## src/ipcs_map.svh

```systemverilog
`ifndef IPCS_MAP_SVH
`define IPCS_MAP_SVH
`define IPCS_ADDR_CTRL 12'h000
`define IPCS_ADDR_LOCAL_IP 12'h004
`define IPCS_ADDR_NETMASK 12'h008
`define IPCS_ADDR_GATEWAY 12'h00c
`define IPCS_ADDR_IDLE_LIMIT 12'h010
`define IPCS_ADDR_STATUS 12'h014
`define IPCS_ADDR_SEQ_ERRORS 12'h018
`define IPCS_ADDR_LOOKUP_FAILS 12'h01c
`define IPCS_CTRL_OPEN_BIT 0
`define IPCS_CTRL_HC_BIT 1
`define IPCS_IDLE_LIMIT_RESET 32'h0000ffff
`define IPCS_MTU_BYTES 16'd1500
`define IPCS_BCAST_IP 32'hffffffff
`define IPCS_BCAST_HANDLE 8'hff
`define IPCS_AR_RETRY_MS 32'd1000
`define IPCS_CLK_KHZ 32'd25000
`define IPCS_AR_RETRY_CYCLES (`IPCS_AR_RETRY_MS * `IPCS_CLK_KHZ)
`endif

```

## src/ipcs_pkg.sv

```systemverilog
package ipcs_pkg;
  typedef enum logic [7:0] {
    IPCS_AR_REGISTER = 8'h00,
    IPCS_AR_REGISTER_ACK = 8'h01,
    IPCS_AR_UNREGISTER = 8'h02,
    IPCS_AR_UNREGISTER_ACK = 8'h03,
    IPCS_AR_LOOKUP = 8'h04,
    IPCS_AR_LOOKUP_REPLY = 8'h05,
    IPCS_AR_MCAST_REG = 8'h08,
    IPCS_AR_MCAST_ACK = 8'h09,
    IPCS_AR_MCAST_UNREG = 8'h0a,
    IPCS_AR_MCAST_UNREG_ACK = 8'h0b
  } ipcs_msg_e;
  typedef enum logic [5:0] {
    IPCS_ST_CLOSED = 6'b000001,
    IPCS_ST_BCAST = 6'b000010,
    IPCS_ST_IDLE = 6'b000100,
    IPCS_ST_LOOKUP = 6'b001000,
    IPCS_ST_OPEN = 6'b010000,
    IPCS_ST_REGISTER = 6'b100000
  } ipcs_state_e;
  typedef logic [7:0] ipcs_seq_t;
endpackage

```

## src/ipcs_prio_map.sv

```systemverilog
module ipcs_prio_map
(
  input wire logic [2:0] precedence_i,
  output logic [1:0] prio_field_o,
  output logic signaling_class_o
);
  logic [2:0] mapped_prio;
  // Precedence pairs share one priority: 4, 3, 2, 1 for the four pairs.
  assign mapped_prio = 3'd4 - {1'b0, precedence_i[2:1]};
  // The header field carries priority minus one, 0 to 3.
  assign prio_field_o = 2'(mapped_prio - 3'd1);
  // Level 1 of the four levels is shared with MAC signaling.
  assign signaling_class_o = (mapped_prio == 3'd1);
endmodule

```

## src/ipcs_packet_path.sv

```systemverilog
// Operation
// - Netmask of local address decides whether destination is in local subnetwork.
// - Off-subnet destinations search the table with the default gateway address.
// - Entries hold remote address, handle, activity time, scheme, receive and transmit sequence.
// - Idle connections may close; both ends then remove their entry.
// - Without connection, resolve MAC address, then open unicast IP connection.
// - Connection request carries local address and negotiates header compression.
// - Opening creates broadcast connection for broadcast sends and all broadcast receives.
// - Datagrams up to 1500 bytes accepted; segmentation layer handles larger.
// - Compressed connections keep independent 8-bit transmit and receive counters.
// - Transmit inserts current transmit sequence into header, then increments it.
// - Receive compares header sequence with expected; mismatch signals decompressor error.
// - Expected receive sequence always loads the received header value.
// - No compression on broadcast or multicast connections.
// - Precedence 0-1 gives 4, 2-3 gives 3, 4-5 gives 2, 6-7 gives 1.
// - Header priority field equals mapped priority minus one.
// - Highest of four levels also carries MAC signaling.
// - Message types above 11 are reserved and never generated.
// - Other message types are 0 to 5 and 8 to 11.
// - Lookup reply counts as success only with status zero.
// - Address-resolution request is retransmitted after one second without reply.
//
// The register offsets and the APB register port were chosen for this implementation.
`include "ipcs_map.svh"
module ipcs_packet_path
  import ipcs_pkg::*;
#(
  parameter int ENTRIES = 4,
  parameter logic [31:0] RETRY_CYCLES = `IPCS_AR_RETRY_CYCLES,
  parameter logic [47:0] LOCAL_MAC = 48'h0
)
(
  input wire logic MCLK_I,
  input wire logic SYS_RST_I,
  input wire logic PSEL_I,
  input wire logic PENABLE_I,
  input wire logic PWRITE_I,
  input wire logic [11:0] PADDR_I,
  input wire logic [31:0] PWDATA_I,
  output logic [31:0] PRDATA_O,
  output logic PREADY_O,
  output logic PSLVERR_O,
  input wire logic TX_VALID_I,
  input wire logic [31:0] TX_DEST_IP_I,
  input wire logic [2:0] TX_PRECEDENCE_I,
  input wire logic [15:0] TX_LENGTH_I,
  output logic TX_READY_O,
  output logic TX_SEND_O,
  output logic [7:0] TX_HANDLE_O,
  output logic [1:0] TX_PRIO_FIELD_O,
  output logic TX_SIGNALING_CLASS_O,
  output logic TX_HAS_SEQ_O,
  output ipcs_pkg::ipcs_seq_t TX_SEQ_O,
  output logic TX_DROP_O,
  output logic AR_SEND_O,
  output logic [7:0] AR_BYTE_O,
  output logic AR_LAST_O,
  input wire logic AR_READY_I,
  input wire logic AR_REPLY_VALID_I,
  input wire ipcs_pkg::ipcs_msg_e AR_REPLY_TYPE_I,
  input wire logic [47:0] AR_REPLY_MAC_I,
  input wire logic [7:0] AR_REPLY_STATUS_I,
  output logic CONN_REQ_O,
  output logic [47:0] CONN_MAC_O,
  output logic [31:0] CONN_LOCAL_IP_O,
  output logic CONN_HC_O,
  output logic CONN_BCAST_O,
  input wire logic CONN_ACK_I,
  input wire logic [7:0] CONN_HANDLE_I,
  input wire logic CONN_HC_I,
  output logic CONN_CLOSE_O,
  output logic [7:0] CONN_CLOSE_HANDLE_O,
  input wire logic REMOTE_CLOSE_I,
  input wire logic [7:0] REMOTE_CLOSE_HANDLE_I,
  input wire logic RX_VALID_I,
  input wire logic [7:0] RX_HANDLE_I,
  input wire ipcs_pkg::ipcs_seq_t RX_SEQ_I,
  output logic RX_UP_O,
  output logic RX_TYPE_ERROR_O
);
  ////////////////////////////////////////////////////////////////////////////
  logic [31:0] ctrl, local_ip, netmask, gateway, idle_limit, seq_errors, lookup_fails;
  logic [31:0] now;
  ipcs_state_e state;
  logic [31:0] pend_ip, retry_cnt;
  logic [3:0] ar_idx;
  logic ent_valid [ENTRIES];
  logic [31:0] conn_remote_ip [ENTRIES];
  logic [7:0] conn_mac_handle [ENTRIES];
  logic [31:0] conn_last_activity [ENTRIES];
  logic conn_compression_scheme [ENTRIES];
  ipcs_seq_t conn_rx_expected_seq [ENTRIES];
  ipcs_seq_t conn_tx_next_seq [ENTRIES];
  logic [ENTRIES-1:0] hit_vec, rx_vec, free_vec, idle_vec, rclose_vec;
  logic [$clog2(ENTRIES)-1:0] hit_idx, rx_idx, free_idx, idle_idx;
  logic [103:0] resolution_msg_type;
  logic [1:0] prio_field;
  logic signaling;

  wire apb_wr = PSEL_I && PENABLE_I && PWRITE_I;
  wire apb_rd_hit = (PADDR_I[11:5] == 7'h00);
  wire is_bcast = (TX_DEST_IP_I == `IPCS_BCAST_IP);
  wire is_mcast = (TX_DEST_IP_I[31:28] == 4'he);
  wire in_subnet = ((TX_DEST_IP_I & netmask) == (local_ip & netmask));
  wire [31:0] next_hop = in_subnet ? TX_DEST_IP_I : gateway;
  wire too_long = (TX_LENGTH_I > `IPCS_MTU_BYTES);
  wire tx_hit = |hit_vec;
  wire tx_fire = TX_VALID_I && TX_READY_O;
  wire ar_fire = AR_SEND_O && AR_READY_I;
  wire reply_ok = AR_REPLY_VALID_I && (AR_REPLY_TYPE_I == IPCS_AR_LOOKUP_REPLY) &&
                  (AR_REPLY_STATUS_I == 8'h00);
  wire reply_bad = AR_REPLY_VALID_I && (AR_REPLY_TYPE_I == IPCS_AR_LOOKUP_REPLY) &&
                   (AR_REPLY_STATUS_I != 8'h00);
  wire reg_ack = AR_REPLY_VALID_I && (AR_REPLY_TYPE_I == IPCS_AR_REGISTER_ACK);
  wire rx_on_bcast = RX_VALID_I && (RX_HANDLE_I == `IPCS_BCAST_HANDLE);
  wire rx_hit = RX_VALID_I && (|rx_vec);

  ////////////////////////////////////////////////////////////////////////////
  // Combinational searches over the connection table.
  generate
    for (genvar g = 0; g < ENTRIES; g++)
    begin : g_tab
      assign hit_vec[g] = ent_valid[g] && (conn_remote_ip[g] == next_hop);
      assign rx_vec[g] = ent_valid[g] && (conn_mac_handle[g] == RX_HANDLE_I);
      assign free_vec[g] = !ent_valid[g];
      assign idle_vec[g] = ent_valid[g] && ((now - conn_last_activity[g]) > idle_limit);
      assign rclose_vec[g] = REMOTE_CLOSE_I && ent_valid[g] && (conn_mac_handle[g] == REMOTE_CLOSE_HANDLE_I);
    end
  endgenerate

  always_comb
  begin
    hit_idx = '0;
    rx_idx = '0;
    free_idx = '0;
    idle_idx = '0;
    for (int i = ENTRIES - 1; i >= 0; i--)
    begin
      if (hit_vec[i])
        hit_idx = i[$clog2(ENTRIES)-1:0];
      if (rx_vec[i])
        rx_idx = i[$clog2(ENTRIES)-1:0];
      if (free_vec[i])
        free_idx = i[$clog2(ENTRIES)-1:0];
      if (idle_vec[i])
        idle_idx = i[$clog2(ENTRIES)-1:0];
    end
  end

  ipcs_prio_map u_prio
  (
    .precedence_i(TX_PRECEDENCE_I),
    .prio_field_o(prio_field),
    .signaling_class_o(signaling)
  );

  // Lookup is type and address; registration adds the MAC address, high byte first.
  assign resolution_msg_type = (state == IPCS_ST_REGISTER) ?
    {IPCS_AR_REGISTER, local_ip, LOCAL_MAC, 16'h0} :
    {IPCS_AR_LOOKUP, pend_ip, 64'h0};
  assign AR_BYTE_O = resolution_msg_type[103 - 8 * ar_idx -: 8];
  assign AR_SEND_O = ((state == IPCS_ST_LOOKUP) || (state == IPCS_ST_REGISTER)) && (retry_cnt == 32'h0);
  assign AR_LAST_O = (state == IPCS_ST_REGISTER) ? (ar_idx == 4'd10) : (ar_idx == 4'd4);
  assign TX_READY_O = (state == IPCS_ST_IDLE) && !CONN_REQ_O;
  assign PREADY_O = 1'b1;
  assign PSLVERR_O = PSEL_I && PENABLE_I && !apb_rd_hit;
  assign CONN_LOCAL_IP_O = local_ip;
  assign RX_UP_O = rx_on_bcast || rx_hit;

  ////////////////////////////////////////////////////////////////////////////
  // Register file.
  always_ff @(posedge MCLK_I)
  begin
    if (SYS_RST_I)
    begin
      ctrl <= 32'h0;
      local_ip <= 32'h0;
      netmask <= 32'h0;
      gateway <= 32'h0;
      idle_limit <= `IPCS_IDLE_LIMIT_RESET;
    end
    else if (apb_wr)
    begin
      case (PADDR_I)
        `IPCS_ADDR_CTRL: ctrl <= PWDATA_I;
        `IPCS_ADDR_LOCAL_IP: local_ip <= PWDATA_I;
        `IPCS_ADDR_NETMASK: netmask <= PWDATA_I;
        `IPCS_ADDR_GATEWAY: gateway <= PWDATA_I;
        `IPCS_ADDR_IDLE_LIMIT: idle_limit <= PWDATA_I;
        default: ;
      endcase
    end
  end

  always_ff @(posedge MCLK_I)
  begin
    if (SYS_RST_I)
      PRDATA_O <= 32'h0;
    else
    begin
      case (PADDR_I)
        `IPCS_ADDR_CTRL: PRDATA_O <= ctrl;
        `IPCS_ADDR_LOCAL_IP: PRDATA_O <= local_ip;
        `IPCS_ADDR_NETMASK: PRDATA_O <= netmask;
        `IPCS_ADDR_GATEWAY: PRDATA_O <= gateway;
        `IPCS_ADDR_IDLE_LIMIT: PRDATA_O <= idle_limit;
        `IPCS_ADDR_STATUS: PRDATA_O <= {20'h0, 4'(ENTRIES - $countones(free_vec)), 2'b0, state};
        `IPCS_ADDR_SEQ_ERRORS: PRDATA_O <= seq_errors;
        `IPCS_ADDR_LOOKUP_FAILS: PRDATA_O <= lookup_fails;
        default: PRDATA_O <= 32'h0;
      endcase
    end
  end

  ////////////////////////////////////////////////////////////////////////////
  // Control sequence: broadcast setup, resolution, connection setup.
  always_ff @(posedge MCLK_I)
  begin
    if (SYS_RST_I)
    begin
      state <= IPCS_ST_CLOSED;
      pend_ip <= 32'h0;
      retry_cnt <= 32'h0;
      ar_idx <= 4'h0;
      CONN_REQ_O <= 1'b0;
      CONN_MAC_O <= 48'h0;
      CONN_HC_O <= 1'b0;
      CONN_BCAST_O <= 1'b0;
      lookup_fails <= 32'h0;
      now <= 32'h0;
    end
    else
    begin
      now <= now + 32'h1;
      if (ar_fire)
        ar_idx <= AR_LAST_O ? 4'h0 : ar_idx + 4'h1;
      if (ar_fire && AR_LAST_O)
        retry_cnt <= RETRY_CYCLES;
      else if (retry_cnt > 32'h1)
        retry_cnt <= retry_cnt - 32'h1;
      else if (retry_cnt == 32'h1)
        retry_cnt <= 32'h0;
      if (reply_bad)
        lookup_fails <= lookup_fails + 32'h1;
      case (state)
        IPCS_ST_CLOSED:
          if (ctrl[`IPCS_CTRL_OPEN_BIT])
          begin
            CONN_REQ_O <= 1'b1;
            CONN_BCAST_O <= 1'b1;
            CONN_HC_O <= 1'b0;
            state <= IPCS_ST_BCAST;
          end
        IPCS_ST_BCAST:
          if (CONN_ACK_I)
          begin
            CONN_REQ_O <= 1'b0;
            CONN_BCAST_O <= 1'b0;
            retry_cnt <= 32'h0;
            state <= IPCS_ST_REGISTER;
          end
        IPCS_ST_REGISTER:
          if (reg_ack)
          begin
            retry_cnt <= 32'h0;
            ar_idx <= 4'h0;
            state <= IPCS_ST_IDLE;
          end
        IPCS_ST_IDLE:
          if (tx_fire && !is_bcast && !is_mcast && !tx_hit && !too_long)
          begin
            pend_ip <= next_hop;
            retry_cnt <= 32'h0;
            ar_idx <= 4'h0;
            state <= IPCS_ST_LOOKUP;
          end
        IPCS_ST_LOOKUP:
          if (reply_ok)
          begin
            CONN_MAC_O <= AR_REPLY_MAC_I;
            CONN_HC_O <= ctrl[`IPCS_CTRL_HC_BIT];
            CONN_REQ_O <= 1'b1;
            retry_cnt <= 32'h0;
            state <= IPCS_ST_OPEN;
          end
        IPCS_ST_OPEN:
          if (CONN_ACK_I)
          begin
            CONN_REQ_O <= 1'b0;
            state <= IPCS_ST_IDLE;
          end
        default: state <= IPCS_ST_CLOSED;
      endcase
    end
  end

  ////////////////////////////////////////////////////////////////////////////
  // Datapath outputs and connection table.
  always_ff @(posedge MCLK_I)
  begin
    if (SYS_RST_I)
    begin
      TX_SEND_O <= 1'b0;
      TX_HANDLE_O <= 8'h0;
      TX_PRIO_FIELD_O <= 2'h0;
      TX_SIGNALING_CLASS_O <= 1'b0;
      TX_HAS_SEQ_O <= 1'b0;
      TX_SEQ_O <= 8'h0;
      TX_DROP_O <= 1'b0;
      RX_TYPE_ERROR_O <= 1'b0;
      CONN_CLOSE_O <= 1'b0;
      CONN_CLOSE_HANDLE_O <= 8'h0;
      seq_errors <= 32'h0;
      for (int i = 0; i < ENTRIES; i++)
      begin
        ent_valid[i] <= 1'b0;
        conn_remote_ip[i] <= 32'h0;
        conn_mac_handle[i] <= 8'h0;
        conn_last_activity[i] <= 32'h0;
        conn_compression_scheme[i] <= 1'b0;
        conn_rx_expected_seq[i] <= 8'h0;
        conn_tx_next_seq[i] <= 8'h0;
      end
    end
    else
    begin
      TX_SEND_O <= tx_fire && !too_long && (is_bcast || is_mcast || tx_hit);
      TX_DROP_O <= tx_fire && (too_long || (!is_bcast && !is_mcast && !tx_hit));
      TX_PRIO_FIELD_O <= prio_field;
      TX_SIGNALING_CLASS_O <= signaling;
      TX_HANDLE_O <= (is_bcast || is_mcast) ? `IPCS_BCAST_HANDLE : conn_mac_handle[hit_idx];
      TX_HAS_SEQ_O <= !is_bcast && !is_mcast && conn_compression_scheme[hit_idx];
      TX_SEQ_O <= conn_tx_next_seq[hit_idx];
      RX_TYPE_ERROR_O <= rx_hit && conn_compression_scheme[rx_idx] && (RX_SEQ_I != conn_rx_expected_seq[rx_idx]);
      if (rx_hit && conn_compression_scheme[rx_idx] && (RX_SEQ_I != conn_rx_expected_seq[rx_idx]))
        seq_errors <= seq_errors + 32'h1;
      CONN_CLOSE_O <= |idle_vec;
      CONN_CLOSE_HANDLE_O <= conn_mac_handle[idle_idx];
      if (tx_fire && !too_long && !is_bcast && !is_mcast && tx_hit)
      begin
        conn_last_activity[hit_idx] <= now;
        if (conn_compression_scheme[hit_idx])
          conn_tx_next_seq[hit_idx] <= conn_tx_next_seq[hit_idx] + 8'h1;
      end
      if (rx_hit)
      begin
        conn_last_activity[rx_idx] <= now;
        if (conn_compression_scheme[rx_idx])
          conn_rx_expected_seq[rx_idx] <= RX_SEQ_I;
      end
      for (int i = 0; i < ENTRIES; i++)
        if (rclose_vec[i] || (idle_vec[i] && (i == int'(idle_idx))))
          ent_valid[i] <= 1'b0;
      if ((state == IPCS_ST_OPEN) && CONN_ACK_I && (|free_vec))
      begin
        ent_valid[free_idx] <= 1'b1;
        conn_remote_ip[free_idx] <= pend_ip;
        conn_mac_handle[free_idx] <= CONN_HANDLE_I;
        conn_last_activity[free_idx] <= now;
        conn_compression_scheme[free_idx] <= CONN_HC_I;
        conn_rx_expected_seq[free_idx] <= 8'h0;
        conn_tx_next_seq[free_idx] <= 8'h0;
      end
    end
  end
endmodule

```

## config.mk

```make
export PLATFORM = sky130hd
export DESIGN_NAME = ipcs_packet_path
export DESIGN_NICKNAME = d
export VERILOG_FILES = /design/src/ipcs_pkg.sv /design/src/ipcs_prio_map.sv /design/src/ipcs_packet_path.sv
export VERILOG_INCLUDE_DIRS = /design/src
export SDC_FILE = /design/constraint.sdc
export NUM_CORES = 2
export LEC_CHECK = 0
export ABC_AREA = 1
export BUFFER_PORTS_ARGS = -buffer_cell sky130_fd_sc_hd__buf_2
export CAP_MARGIN = 20
export CORE_UTILIZATION = 50
export DETAILED_ROUTE_END_ITERATION = 6
export GPL_TIMING_DRIVEN = 0
export PLACE_DENSITY = 0.68
export SLEW_MARGIN = 20
export SYNTH_ARGS = -nofsm -noshare
export SYNTH_HDL_FRONTEND = slang
export SYNTH_SLANG_ARGS = --single-unit
```

## constraint.sdc

```tcl
create_clock -name MCLK_I -period 10.4 [get_ports MCLK_I]
set_clock_uncertainty 0.1 [all_clocks]
set_input_delay 2.08 -clock MCLK_I [delete_from_list [all_inputs] [get_ports MCLK_I]]
set_output_delay 2.08 -clock MCLK_I [all_outputs]
set_load 0.005 [all_outputs]
```

Yosys cells after proc, flatten, opt, wreduce, memory -nomap -nowiden
Memory sizes are Yosys's and may differ from the RTL's. A register that Yosys moved wholly into a read port is not among the register bits. Cells that the tools add are included.

Add/sub/neg operators: 17. $mul: 0. Divide/modulo/power cells: 0. Order comparisons: 6. Equality and inequality tests: 46. Shift-type cells: 1. Multiplexer cells: 114. Bitwise operators: 6. Reduce and logical (&&, ||, !) cells: 109.

Operators by type and width (count): $mux W32 (12); $pmux W32 S8 (1); $eq A32 B32 Y1 (5); $gt A32 B32 Y1 (4); $pmux W32 S4 (1); $reduce_or A32 Y1 (4); $sub A32 B32 Y32 (4); $shiftx A111 B33 Y8 (1); $mux W99 (1); $add A32 B1 Y32 const B (3); $and A32 B32 Y32 (2); $eq A8 B8 Y1 (8); $logic_and A1 B1 Y1 (55); $mux W1 (52); $mux W2 (26); $eq A12 B5 Y1 const B (4); $mux W8 (6); $reduce_or A8 Y1 (5); $mux W6 (6); $pmux W6 S6 (1); $eq A32 B1 Y1 const B (1); $eq A32 B32 Y1 const B (1); $gt A32 B1 Y1 const B (1); $logic_not A32 Y1 (1); other kinds (50) (94).

Flip-flop bits (word level): 437. Latch bits: 0. Bits in writable memories: 360. Memory bits (read-only): 0. Input bits: 203. Output and inout port bits: 161. Word-level logic and storage cells: 332. Memories kept: 7.

Memory list: conn_last_activity (depth 4, width 32, read ports 4, clocked after Yosys merged registers in 0, write ports 4, line ipcs_packet_path.sv:90) `logic [31:0] conn_last_activity [ENTRIES];`; conn_remote_ip (depth 4, width 32, read ports 4, clocked after Yosys merged registers in 0, write ports 4, line ipcs_packet_path.sv:88) `logic [31:0] conn_remote_ip [ENTRIES];`; conn_mac_handle (depth 4, width 8, read ports 6, clocked after Yosys merged registers in 1, write ports 4, line ipcs_packet_path.sv:89) `logic [7:0] conn_mac_handle [ENTRIES];`; conn_rx_expected_seq (depth 4, width 8, read ports 1, clocked after Yosys merged registers in 0, write ports 4, line ipcs_packet_path.sv:92) `ipcs_seq_t conn_rx_expected_seq [ENTRIES];`; conn_tx_next_seq (depth 4, width 8, read ports 1, clocked after Yosys merged registers in 0, write ports 4, line ipcs_packet_path.sv:93) `ipcs_seq_t conn_tx_next_seq [ENTRIES];`; conn_compression_scheme (depth 4, width 1, read ports 2, clocked after Yosys merged registers in 0, write ports 4, line ipcs_packet_path.sv:91) `logic conn_compression_scheme [ENTRIES];`; +1 memories.

Logic depth before layout (Yosys ltp)
An unclocked memory read counts as a cell.

Depth in word-level cells: 17. Depth in mapped cells: 41. Gate-level depth less buffers: 40.

By module
A second synthesis with hierarchy kept.

Cell total of the unflattened synthesis: 6350. Area, all modules: 47425.5 um^2.

By module, submodules not included: ipcs_packet_path (times used 1, cells an instance 6344, area each 47389.2 um^2, sequential area each 19358.6 um^2); ipcs_prio_map (times used 1, cells an instance 6, area each 36.3 um^2, sequential area each 0.0 um^2).

Worst setup path after synthesis
Ideal clock, no wire load.

Kind: input port to flip-flop. Start point: input port TX_DEST_IP_I[11]. End point: memory conn_last_activity[1][0] (enable). Library setup time: 0.478 ns. Arrival time: 5.267 ns. Required time: 9.822 ns. Setup slack: 4.555 ns. Stages: 27. Path buffers: 2. Cells stage by stage: inv_1 -> nand2_1 -> nand3_1 -> nand2_1 -> nor2_1 -> nand2_2 -> nor2_8 -> nand2_4 -> buf_2 -> nand2_1 -> nand2_1 -> or2_2 -> nand4_1 -> nor2_1 -> nand2_1 -> nor2_1 -> nand3_2 -> nand2_2 -> nor2_1 -> nor2_2 -> nand2_1 -> nand2_1 -> inv_2 -> nor2_4 -> a22oi_2 -> buf_2 -> nand2_1.

RTL lines: start, declared (line ipcs_packet_path.sv:44) `input wire logic [31:0] TX_DEST_IP_I,`; end, declared (line ipcs_packet_path.sv:90).

Worst setup path in the final report
Start point: register now[1]. End point: register CONN_CLOSE_HANDLE_O[2], read port of conn_mac_handle.

Word-level cells in the longest chain between the ends: 7. Elaborated cells between the ends (all ways): 16. Those cells by class: add/sub (4); order compare (4); mux (4); reduce/logical (4).

RTL lines: start, declared (line ipcs_packet_path.sv:83) `logic [31:0] now;`; start signal, assigned (line ipcs_packet_path.sv:234) `now <= now + 32'h1;`; $sub A32 B32 Y32 (line ipcs_packet_path.sv:126) `assign idle_vec[g] = ent_valid[g] && ((now - conn_last_activity[g]) > idle_limit);`; $gt A32 B32 Y1 (line ipcs_packet_path.sv:126); $logic_and A1 B1 Y1 (line ipcs_packet_path.sv:126); $mux W2 (3 in series) (line ipcs_packet_path.sv:145) `if (idle_vec[i])`; $mux W2 * (line ipcs_packet_path.sv:145); end, declared (line ipcs_packet_path.sv:72) `output logic [7:0] CONN_CLOSE_HANDLE_O,`.

Mark *: on every way between the ends. The rest lies on a longest branch, timed or not. A chain may end at the register's enable or synchronous reset.

==> flow_summary.ini <==
[pwr]
power_switching_mw = 2.171
irDropWorstVdd_uv = 136.7
pwr-share-seq_pct = 44.0
power-per-cell-area_mw_per_mm2 = 145.3
intPower_mw = 5.705
sw_frac_of_total_pct = 27.57
p_clk_share_pct = 43.7
power_mw = 7.877
p_comb_share_pct = 12.4
p_leak_nw = 23.38

[synthesis]
synthArstFlopShare_pct = 0
ys.flop_type = dfxtp_1
synth_edf_count = 324
synth_fp_nets = 6852
ys_ff_latch = 805
synth_top_area_share_pct = 20.50
yosysWarningCount = 0
syn_area_sq_mm = 0.04747
syn_avg_cell_area_sq_um = 7.439
synthTopCellsByArea = edfxtp_1, dfxtp_1, nand2_1
yosysSeqAreaShare_pct = 40.78
synth_cell_types = 68
synthCells = 6381
yosysTopAreaCell = edfxtp_1

[detailed_routing]
vias_per_cell = 5.766
drt_pass1_iterations = 7
drt_wl_total_mm = 186.3
drt-initial-drc-count = 5887
drc = 3
drtAntennaViolNets = 0
wl_per_cell_microns = 22.78
via_count = 47165

[timing]
hold_viol = 0
maxSlewHeadroom_pct = 3.475
worst_slew_pin_slew_ns = 1.435
holdWs_ns = 0.3558
tns_ns = 0
rsz0062_at_grt = no
fin_ws_ns = 1.373
slew_viol_final = 0
fin_crit_ns = 9.027
timing.fmax_mhz = 110.8
final-setup-viol-count = 0
post-route-period-util_pct = 86.80

[die]
row_count = 112
core_area_sq_mm = 0.09361
die_area_sq_mm = 0.09617
fp.dieW_microns = 310.1
die_h_microns = 310.1
ioPinCount = 364
start_util_pct = 50.71

[clocking]
insertion_delay_ns = 0.70
htreeDepth = 3
clkTransAtPathRegs_ns = 0.07
cts-root-buf = clkbuf_16
cts_tree = built
cts_buffer_depth = 3
numCtsBuffers = 91
cts_resized = 0
postCtsHoldBufs = 0
post_cts_buffers = 0
cts_sinks = 805

[setup_path]
cp-end-kind = flip-flop
arrival_ns = 9.48
critPathSlowestCell = a21boi_0
cpPeakStageDelay_ns = 0.81
crit_type = flip-flop to flip-flop
cp.required_ns = 10.85
crit_fanout = 11
cp-start-kind = flip-flop

[placement]
gp_congestion = 1.090
dp_hpwl_mm = 150.2
io_buffers = 355
place_ws_ns = 1.681

[final_layout]
mostFrequentLayoutCells = nand2_1, inv_1, nor2_1
drive_above_1_share_pct = 9.750
utilization_pct = 57.90
final_common_cell = nand2_1
syn_to_final_growth_pct = 14.19
nFillCells = 9093
nets = 7308
reg.largest.list = conn_last_activity: 128 flops, conn_remote_ip: 128 flops, CONN_MAC_O: 48 flops

[grt]
grt_antenna_before_repair = 25
grt_max_degree = 42
grt_pass1_wl_mm = 268.7
grt.overflow.total = 0
track_usage_pct = 37.80
grt_pass1_vias = 42215

[worst_hold_path]
hp-class = flip-flop to flip-flop

[run]
maxCapViolCount = 0

[outcome]
status = complete, but fails checks
failed_checks = design-rule violations
[per-layer routing]
metal / up-vias / part of all wire, % / routed length, microns / track usage [%]
met5: - / 0.060 / 111 / 0
li1: 22164 / - / - / -
met1: 22106 / 43 / 79790 / 53.96
met2: 2531 / 41 / 76340 / 54.57
met3: 346 / 13 / 23540 / 10.02
met4: 18 / 3.5 / 6532 / 13.48
[kinds of logic (layout without fill, tap and decap cells)]
family | count (synthesis) | count (layout) | synth area share [%]
simple gates | 2692 | 2692 | 23.99
compound gates | 1291 | 1291 | 15.07
buf+inv | 1102 | 1634 | 8.915
flops | 805 | 805 | 40.78
fa+ha+maj | 268 | 268 | 7.143
xor+xnor | 222 | 222 | 4.096
other cells | 1 | 14 | 0.007900
[critical path, delay by kind of cell (launching register included)]
kind                       cells  cell delay [ns]
AOI/OAI and AO/OA             14             4.21
and+or+nand+nor                9             2.26
buffers and inverters          4             0.86
DFF                            1             0.70
adders and majority gates      2             0.64
xor gates and xnor gates       1             0.10
[metrics by stage]
step	instance area, sq um	cells
2_1_floorplan	47470	6381
4_1_cts	54150	8166
3_5_place_dp	51000	7997
3_3_place_gp	50810	7990
6_report	54200	8180
5_1_grt	54190	8174
[final cells by class]
| cell class | count | area, sq um | area share (%) |
|---|---|---|---|
| multi-input cells | 4474 | 23960 | 44.20 |
| flip-flops and latches | 805 | 19360 | 35.71 |
| inverters | 910 | 3416 | 6.302 |
| clock buffers | 121 | 2650 | 4.889 |
| repair buffers | 363 | 1889 | 3.486 |
| well taps | 1254 | 1569 | 2.895 |
| plain buffers | 192 | 825.8 | 1.524 |
| clock inverters | 48 | 505.5 | 0.9326 |
| diodes | 13 | 32.53 | 0.06002 |
[Yosys cell counts, types with 6 or more instances]
cell type and n:
or2_2 28, nor4_1 50, o22ai_1 80, o31ai_1 7, xor2_1 166, o21a_1 13, a311oi_1 7, nor3b_1 9
o21ai_0 407, a21oi_1 609, nand3_2 7, xnor2_1 56, edfxtp_1 324, ha_1 263, a22oi_1 9, o211ai_1 11
clkinv_1 11, clkbuf_1 151, nand3_1 367, inv_1 880, nand3b_1 10, o221ai_1 13, o21ai_1 16, o21bai_1 8
nand2_1 1181, nor3_1 88, nor2_2 7, a221oi_1 25, a21boi_0 14, nand2_2 15, dfxtp_1 481, a31oi_1 23
a211oi_1 13, buf_6 6, nor2_1 817, inv_2 19, nand4_1 88, buf_2 25
[worst paths after layout]
check	start	endpoint	slack [ns]	cells past startpoint
hold reg to reg	ctrl[3]$_SDFFE_PP0P_	ctrl[3]$_SDFFE_PP0P_	0.36	2
setup reg to reg	now[1]$_SDFF_PP0_	CONN_CLOSE_HANDLE_O[2]$_SDFF_PP0_	1.37	30
setup / recovery	now[1]$_SDFF_PP0_	CONN_CLOSE_HANDLE_O[2]$_SDFF_PP0_	1.37	30
hold / removal	ctrl[3]$_SDFFE_PP0P_	ctrl[3]$_SDFFE_PP0P_	0.36	2
[power groups by stage]
stage	clock network (mW)	registers, mW	logic (mW)
6_report	3.44	3.46	0.973
5_1_grt	3.59	3.47	1.08
4_1_cts	3.45	3.46	0.952
3_5_place_dp	0	3.53	0.945
3_3_place_gp	0	3.53	0.925
2_1_floorplan	0	3.51	0.646
Note: power is estimated with default switching activity, not from simulation.
